<file path="config.mk">
export PLATFORM = sky130hd
export DESIGN_NAME = emp_port
export DESIGN_NICKNAME = d
export VERILOG_FILES = /design/src/include/emp_pkg.sv /design/src/emp_port.sv
export SDC_FILE = /design/constraint.sdc
export NUM_CORES = 1
export LEC_CHECK = 0
export BUFFER_PORTS_ARGS = -buffer_cell sky130_fd_sc_hd__buf_2
export CORE_ASPECT_RATIO = 2
export CORE_MARGIN = 2
export CORE_UTILIZATION = 52
export CTS_CLUSTER_DIAMETER = 80
export DETAILED_ROUTE_END_ITERATION = 12
export HOLD_SLACK_MARGIN = 0.12
export PLACE_DENSITY = 0.85
export SLEW_MARGIN = 20
export SYNTH_ARGS = -nofsm -noshare
export SYNTH_HDL_FRONTEND = slang
export SYNTH_SLANG_ARGS = --single-unit
</file>
<file path="constraint.sdc">
create_clock -name sys_clk -period 1.7 [get_ports sys_clk]
set_input_delay 0 -clock sys_clk [delete_from_list [all_inputs] [get_ports sys_clk]]
set_output_delay 0 -clock sys_clk [all_outputs]
set_load 0.05 [all_outputs]
</file>
<file path="src/include/emp_pkg.sv">
// package for the external mii and management port
package emp_pkg;

  localparam int          NIB_W        = 4;
  localparam int          SYNC_STAGES  = 2;
  localparam logic [3:0]  TXD_RST      = 4'h0;
  localparam logic        BIT_RST      = 1'h0;
  // mdc divider: half period in sys_clk cycles
  localparam int          MDC_HALF_CYC = 2;
  localparam logic [7:0]  MDC_CNT_RST  = 8'h00;

  typedef struct packed {
    logic [3:0] rxd;
    logic       rx_dv;
    logic       rx_er;
    logic       crs;
    logic       col;
  } emp_rx_pins_t;

  typedef struct packed {
    logic [3:0] data;
    logic       valid;
  } emp_nib_t;

  typedef enum logic [2:0] {
    ST_IDLE = 3'b001,
    ST_RECV = 3'b010,
    ST_DONE = 3'b100
  } emp_rx_st_t;

endpackage

</file>
<file path="src/emp_port.sv">
// external mii data path and management pin control
//
// Summary of operation
// phy supplies 25 or 2.5 MHz clocks; the bench phy model supplies 1.25 MHz (800 ns period)
// internal phy selected: txd held zero
// internal phy selected: tx_en held zero
// tx_en only with a valid nibble
// phy delivers four bit receive nibbles
// rxd used only while rx_dv high
// rx_er during frame flags frame errored
// phy raises col on collision
// phy raises crs on carrier
// select one: mdio and mdc active
// select zero: mdio released, mdc low
// mdio sampled as external phy strap
// tx launched, rx sampled on phy clocks
`timescale 1ns/10ps
`default_nettype none

module emp_port
  import emp_pkg::*;
(
  // system
  input  wire logic             sys_clk,
  input  wire logic             nrst,
  // configuration
  input  wire logic             ext_phy_sel,
  input  wire logic             mgmt_port_select,
  output var  logic             external_phy_present_strap,
  // mac transmit side
  input  wire logic [3:0]       mac_txd,
  input  wire logic             mac_tx_valid,
  output var  logic             mac_tx_take,
  // mac receive side
  output var  emp_nib_t         mac_rx,
  output var  logic             mac_rx_end,
  output var  logic             mac_rx_err,
  output var  logic             mac_crs,
  output var  logic             mac_col,
  // mac management side
  input  wire logic             mac_mdo,
  input  wire logic             mac_mdo_en,
  output var  logic             mac_mdi,
  // mii pins
  input  wire logic             tx_clk,
  output var  logic [3:0]       txd,
  output var  logic             tx_en,
  input  wire logic             rx_clk,
  input  wire emp_rx_pins_t     rx_pins,
  // management pins
  input  wire logic             mdio_i,
  output var  logic             mdio_o,
  output var  logic             mdio_oe,
  output var  logic             mdc
);

  typedef struct packed {
    logic [2:0]   txc_s;
    logic [2:0]   rxc_s;
    logic [1:0]   mdio_s;
    emp_rx_pins_t rx_s1;
    emp_rx_pins_t rx_s2;
    logic         strap_done;
    logic         strap;
    emp_rx_st_t   st;
    logic         err;
    logic [3:0]   txd;
    logic         tx_en;
    logic         take;
    emp_nib_t     rx;
    logic         rx_end;
    logic         rx_err;
    logic         crs;
    logic         col;
    logic [7:0]   mdc_cnt;
    logic         mdc;
    logic         mdio_o;
    logic         mdio_oe;
    logic         mdi;
  } emp_state_t;

  emp_state_t s_q;
  emp_state_t s_d;

  // edges judged on stages two and three; stage one may be metastable
  function automatic logic rise(input logic [2:0] sync);
    return sync[1] & ~sync[2];
  endfunction

  function automatic logic fall(input logic [2:0] sync);
    return sync[2] & ~sync[1];
  endfunction

  logic tx_fall;
  logic rx_rise;
  assign tx_fall = fall(s_q.txc_s);
  assign rx_rise = rise(s_q.rxc_s);

  ////////////////////////////////////////////////////////////////////////
  always_comb begin
    s_d = s_q;
    s_d.txc_s  = {s_q.txc_s[1:0], tx_clk};
    s_d.rxc_s  = {s_q.rxc_s[1:0], rx_clk};
    s_d.mdio_s = {s_q.mdio_s[0], mdio_i};
    // pins are sampled twice before anything reads them
    s_d.rx_s1  = rx_pins;
    s_d.rx_s2  = s_q.rx_s1;
    s_d.take   = 1'b0;
    s_d.rx_end = 1'b0;
    s_d.rx.valid = 1'b0;

    // strap caught once after reset release
    if (!s_q.strap_done) begin
      s_d.strap_done = 1'b1;
      s_d.strap      = s_q.mdio_s[1];
    end

    // launch on falling tx_clk so phy samples stable data on rising
    if (!ext_phy_sel) begin
      s_d.txd   = TXD_RST;
      s_d.tx_en = BIT_RST;
    end else if (tx_fall) begin
      s_d.txd   = mac_tx_valid ? mac_txd : TXD_RST;
      s_d.tx_en = mac_tx_valid;
      s_d.take  = mac_tx_valid;
    end

    // crs and col pass as levels, already synchronised
    s_d.crs = s_q.rx_s2.crs;
    s_d.col = s_q.rx_s2.col;

    if (rx_rise) begin
      case (s_q.st)
        ST_IDLE: begin
          s_d.err = 1'b0;
          if (s_q.rx_s2.rx_dv) begin
            s_d.st  = ST_RECV;
            s_d.rx  = '{data: s_q.rx_s2.rxd, valid: 1'b1};
            s_d.err = s_q.rx_s2.rx_er;
          end
        end
        ST_RECV: begin
          if (s_q.rx_s2.rx_dv) begin
            s_d.rx  = '{data: s_q.rx_s2.rxd, valid: 1'b1};
            s_d.err = s_q.err | s_q.rx_s2.rx_er;
          end else begin
            s_d.st = ST_DONE;
          end
        end
        ST_DONE: begin
          s_d.st = ST_IDLE;
        end
        default: s_d.st = ST_IDLE;
      endcase
    end
    // frame end flagged with its error status
    if (rx_rise && s_q.st == ST_RECV && !s_q.rx_s2.rx_dv) begin
      s_d.rx_end = 1'b1;
      s_d.rx_err = s_q.err;
    end

    // management port: divider makes mdc from sys_clk
    if (mgmt_port_select) begin
      if (s_q.mdc_cnt == 8'(MDC_HALF_CYC - 1)) begin
        s_d.mdc_cnt = MDC_CNT_RST;
        s_d.mdc     = ~s_q.mdc;
      end else begin
        s_d.mdc_cnt = s_q.mdc_cnt + 8'h01;
      end
      s_d.mdio_o  = mac_mdo;
      s_d.mdio_oe = mac_mdo_en;
      s_d.mdi     = s_q.mdio_s[1];
    end else begin
      s_d.mdc_cnt = MDC_CNT_RST;
      s_d.mdc     = BIT_RST;
      s_d.mdio_o  = BIT_RST;
      s_d.mdio_oe = BIT_RST;
      s_d.mdi     = BIT_RST;
    end
  end

  always_ff @(posedge sys_clk) begin
    if (!nrst) begin
      s_q        <= '0;
      s_q.st     <= ST_IDLE;
      // synchronisers run on: strap valid and no false edge at release
      s_q.txc_s  <= s_d.txc_s;
      s_q.rxc_s  <= s_d.rxc_s;
      s_q.mdio_s <= s_d.mdio_s;
    end else begin
      s_q <= s_d;
    end
  end

  assign external_phy_present_strap = s_q.strap;
  assign mac_tx_take = s_q.take;
  assign mac_rx      = s_q.rx;
  assign mac_rx_end  = s_q.rx_end;
  assign mac_rx_err  = s_q.rx_err;
  assign mac_crs     = s_q.crs;
  assign mac_col     = s_q.col;
  assign mac_mdi     = s_q.mdi;
  assign txd         = s_q.txd;
  assign tx_en       = s_q.tx_en;
  assign mdio_o      = s_q.mdio_o;
  assign mdio_oe     = s_q.mdio_oe;
  assign mdc         = s_q.mdc;

  ////////////////////////////////////////////////////////////////////////
  property p_int_txd;
    @(posedge sys_clk) disable iff (!nrst)
      !ext_phy_sel |=> txd == 4'h0;
  endproperty
  a_int_txd: assert property (p_int_txd) else $error("txd not parked");

  property p_int_txen;
    @(posedge sys_clk) disable iff (!nrst)
      !ext_phy_sel |=> !tx_en;
  endproperty
  a_int_txen: assert property (p_int_txen) else $error("tx_en not low");

  property p_txen_data;
    @(posedge sys_clk) disable iff (!nrst)
      ext_phy_sel && tx_fall && mac_tx_valid |=> tx_en && txd == $past(mac_txd);
  endproperty
  a_txen_data: assert property (p_txen_data) else $error("tx nibble lost");

  property p_txen_idle;
    @(posedge sys_clk) disable iff (!nrst)
      tx_en |-> mac_tx_take || $stable(tx_en);
  endproperty
  a_txen_idle: assert property (p_txen_idle) else $error("tx_en moved");

  property p_rx_valid;
    @(posedge sys_clk) disable iff (!nrst)
      mac_rx.valid |-> $past(s_q.rx_s2.rx_dv) && $past(rx_rise);
  endproperty
  a_rx_valid: assert property (p_rx_valid) else $error("rx without dv");

  property p_rx_err;
    @(posedge sys_clk) disable iff (!nrst)
      s_q.st == ST_RECV && rx_rise && s_q.rx_s2.rx_er && s_q.rx_s2.rx_dv
      |=> s_q.err;
  endproperty
  a_rx_err: assert property (p_rx_err) else $error("error missed");

  property p_mdc_off;
    @(posedge sys_clk) disable iff (!nrst)
      !mgmt_port_select |=> !mdc && !mdio_oe;
  endproperty
  a_mdc_off: assert property (p_mdc_off) else $error("mgmt not parked");

  property p_mdc_on;
    @(posedge sys_clk) disable iff (!nrst)
      mgmt_port_select [*4] |-> $changed(mdc) or $past(mdc) != $past(mdc, 2);
  endproperty
  a_mdc_on: assert property (p_mdc_on) else $error("mdc stuck");

  property p_strap;
    @(posedge sys_clk) disable iff (!nrst)
      $rose(s_q.strap_done) |-> external_phy_present_strap == $past(s_q.mdio_s[1]);
  endproperty
  a_strap: assert property (p_strap) else $error("strap wrong");

  c_rx_frame: cover property (@(posedge sys_clk) disable iff (!nrst) mac_rx_end);
  c_rx_err:   cover property (@(posedge sys_clk) disable iff (!nrst)
                mac_rx_end && mac_rx_err);
  c_tx:       cover property (@(posedge sys_clk) disable iff (!nrst) tx_en);

endmodule

`default_nettype wire

</file>
# Word-level counts from Yosys, hierarchy flattened
# Index checks and enable logic that the tools add are counted.
# W data, S select, Z words.
[op_classes]
addsub = 1
n_eq_ne = 6
mux = 8
bitwise_logic = 8
n_reduce_logical = 13
[ops]
columns = ["operator", "n"]
rows = [
  ["$reduce_and A3 Y1", 5],
  ["$add A8 B1 Y8 const B", 1],
  ["$eq A8 B1 Y1 const B", 1],
  ["$mux W4", 2],
  ["$ne A2 B2 Y1 const B", 3],
  ["$pmux W3 S2", 1],
  ["$mux W5", 1],
  ["$not A1 Y1", 5],
  ["$reduce_and A2 Y1", 2],
  ["$eq A3 B1 Y1 const B", 1],
  ["$eq A3 B2 Y1 const B", 1],
  ["$mux W3", 1],
  ["$reduce_or A3 Y1", 1],
  ["$and A1 B1 Y1", 2],
  ["$logic_and A1 B1 Y1", 2],
  ["$mux W2", 1],
  ["$pmux W1 S2", 1],
  ["$reduce_bool A2 Y1", 1],
  ["$reduce_or A2 Y1", 1],
  ["$logic_not A1 Y1", 1],
  ["$mux W1", 1],
  ["$or A1 B1 Y1", 1],
]
[totals]
register_bits = 57
input_bits = 22
wordCells = 67

# Depth between registers and ports, before layout
[logic_depth]
ltp_word = 5
depth_mapped = 5
depth_no_buf = 5

# Worst setup path before layout
# OpenSTA, ideal clock, no wires.
[synth_timing]
path_kind = "register -> register"
startpoint = "register s_q[4] (netlist bit)"
endpoint = "register s_q[6] (netlist bit)"
setup_time_ps = 129
arrival_ps = 1345
required_ps = 1571
path_slack_ps = 226
stages_incl_launch_ff = 5
n_path_buf = 0
cell_sequence = "dfxtp_1 -> ha_1 -> or3b_2 -> o21bai_1 -> nor2_1"
[synth_via]
elab_chain_len = 2
elab_cells_between_ends = 3
cone_classes = "add/sub (1); eq/ne (1); reduce/logical (1)"
[synth_rtl]
columns = ["item", "line", "source"]
rows = [
  ["start: declaration", "emp_port.sv:82", "emp_state_t s_q;"],
  ["branches (longest 2 deep; another with $add A8 B1 Y8)", "-", ""],
]
# Parallel ways; which one is timed is not known.
# A chain may end at the register's enable or synchronous reset.

# Final worst setup path
[layout_timing]
startpoint = "register s_q[5] (netlist bit)"
endpoint = "register s_q (netlist bit mdc)"
[layout_via]
elab_chain_len = 1
[layout_rtl]
columns = ["item", "line", "source"]
rows = [
  ["$eq A8 B1 Y1", "emp_port.sv:164", "if (s_q.mdc_cnt == 8'(MDC_HALF_CYC - 1)) begin"],
]
# No other way between the ends.

==> impl_metrics.ini <==
[status]
outcome = finished clean

[yosys]
synth_edf_count = 0
ys_seq_elements = 57
yosysWarnings = 0
syn_area_um2 = 1910
ys_async_sr_fraction = 0
syn_avg_cell_area_um2 = 10.5
syn_nets = 206
ys_seq_area_frac = 0.598
synth.distinct_cells = 34
ys.flop_type = dfxtp_1
syn_inst = 182

[global_route]
grt_pass1_wl_um = 6030
grt_max_degree = 29
grt_pass1_vias = 1485
antenna_found_initial = 0
grt-ovfl-total = 0
grt_use_total = 0.206

[timing]
slew_headroom = 0.722
finalSetupViolCount = 0
rsz0062_at_grt = false
skew_ns = 0.00718
fin_crit_ns = 1.56
worst-slew-pin-transition_ns = 0.406
finalHoldViolCount = 0
report.final.slew_viol_count = 0
layout_worst_path_cycle_share = 0.919
fmax_mhz = 640
fin_tns_setup_ns = 0

[run]
max-cap-violations = 0

[cts]
cts-buffers-inserted = 9
htreeDepth = 3
clockRootBuffer = clkbuf_8
cts_tree = done
clock_path_buffers = 2
postCtsSetupRepairBufs = 0
clock_latency_ns = 0.33
clkTransAtPathRegs_ns = 0.06
clock_sinks = 57

[floorplan]
ios = 42
coreArea_um2 = 3570
initial_core_util = 0.535
die_x_um = 46.8
placementRows = 31
die_y_um = 89.7
dieArea_um2 = 4200

[critical_path]
path_max_fanout = 5
critical_path_class = reg -> reg
critPathCaptureType = flop
reg2regPathDepth = 5
arrival_ns = 1.82
start_kind = flop
reg2reg_to = mdc
critPathLaunch = s_q[5]
crit_required_ns = 1.96
r2r_slack_ns = 0.14
reg2reg_from = s_q[5]

[finish]
layout-drive-gt1-share = 0.259
nets = 266
diodes = 0
synthToLayoutAreaGrowth_pct = 33.7
final_common_cell = dfxtp_1
fin_util = 0.715
layout_common_cells = dfxtp_1, buf_2, dlygate4sd3_1, and2_1
final_area_um2 = 2550

[drt]
via_per_inst = 4.92
routedWlPerCell_um = 12.4
first_iter_violations = 26
drtPass1Iterations = 4
ant_nets = 0
via_count = 1455
drc = 0
wirelength_um = 3670

[power]
p_leak_nw = 1.11
irDropWorstVdd_mv = 1.08
power_density_nw_per_um2 = 1170

[min_path]
min_from = ext_phy_sel
hold_depth = 4
min_to = tx_en
hold_class = in -> reg

[placed_design]
placed_area_um2 = 2090
dp_hpwl_um = 2350
io_buffers = 41
gp_congestion = 0.822
-- registers in the layout, indices dropped and copies added, names as in the netlist, 4 cells and up --
signal / flops
mac_rx: 5
s_q: 22
s_d: 15
txd: 4
-- synthesized netlist by cell type (5+ instances only) --
cell type,number,share of area
a21oi_1,11,0.029
and2_1,19,0.062
buf_4,9,0.035
clkbuf_1,7,0.014
dfxtp_1,57,0.60
nand2_1,5,0.0098
nand3_1,9,0.024
nor2_1,9,0.018
o21ai_0,9,0.024
-- cell type report --
| type | count | area [µm²] |
|---|---|---|
| fillers | 281 | 1020 |
| flip-flops and latches | 57 | 1140 |
| multi-input cells | 105 | 663 |
| clock buffers | 11 | 151 |
| well taps | 49 | 61.3 |
| inverters | 4 | 15.0 |
| repair buffers | 65 | 443 |
| clock inverters | 5 | 77.6 |
-- worst max-delay path, cell delays in order (launching register included) --
cell and delay (ns):
dfxtp_1 0.35, inv_1 0.07, ha_1 0.14, or3b_2 0.47
or3_1 0.33, a21oi_1 0.14
-- metal layers --
layer,global-route usage,vias up,share of wire
met5,0,-,0
li1,-,730,-
met1,0.184,676,0.36
met4,0.136,0,0.030
met2,0.371,38,0.57
met3,0.0600,11,0.037
-- timing repair --
| action | CTS | global route |
|---|---|---|
| setup endpoints to repair | 0 | 2 |
| gates resized for setup | 0 | 1 |
| hold endpoints to repair | 23 | 0 |
| hold buffers | 23 | 0 |
-- logic make-up (layout without fill, tap and decap cells) --
group | after synthesis | count (layout) | share of synthesized area
buf+inv | 20 | 85 | 0.0570
compound gates | 32 | 32 | 0.104
fa+ha+maj | 2 | 2 | 0.0131
simple gates | 65 | 65 | 0.201
xor+xnor | 5 | 5 | 0.0229
mux | 1 | 1 | 0.00524
flops | 57 | 57 | 0.598
-- worst max-delay path by stage --
stage | end
floorplan | s_q[6]
global placement | s_q[8]
detailed placement | s_q[6]
CTS | s_q[6]
global route | mdc
finish | mdc
-- power by group --
group | internal, mW | switching (mW) | leakage (nW)
Clock | 0.899 | 0.511 | 0.115
Sequential | 1.38 | 0.0179 | 0.468
Combinational | 0.0839 | 0.0864 | 0.532
-- metrics by stage --
| stage | hold WS [ns] | total power, mW | setup slack (ns) | cells |
|---|---|---|---|---|
| 2_1_floorplan | 0.0277 | 1.51 | 0.226 | 182 |
| 3_3_place_gp | 0.102 | 1.55 | 0.174 | 257 |
| 3_5_place_dp | 0.104 | 1.55 | 0.0962 | 257 |
| 4_1_cts | 0.125 | 3.00 | 0.0728 | 296 |
| 5_1_grt | 0.144 | 3.07 | 0.0171 | 296 |
| 6_report | 0.137 | 2.98 | 0.138 | 296 |
Power figures use the tool's default switching activity.
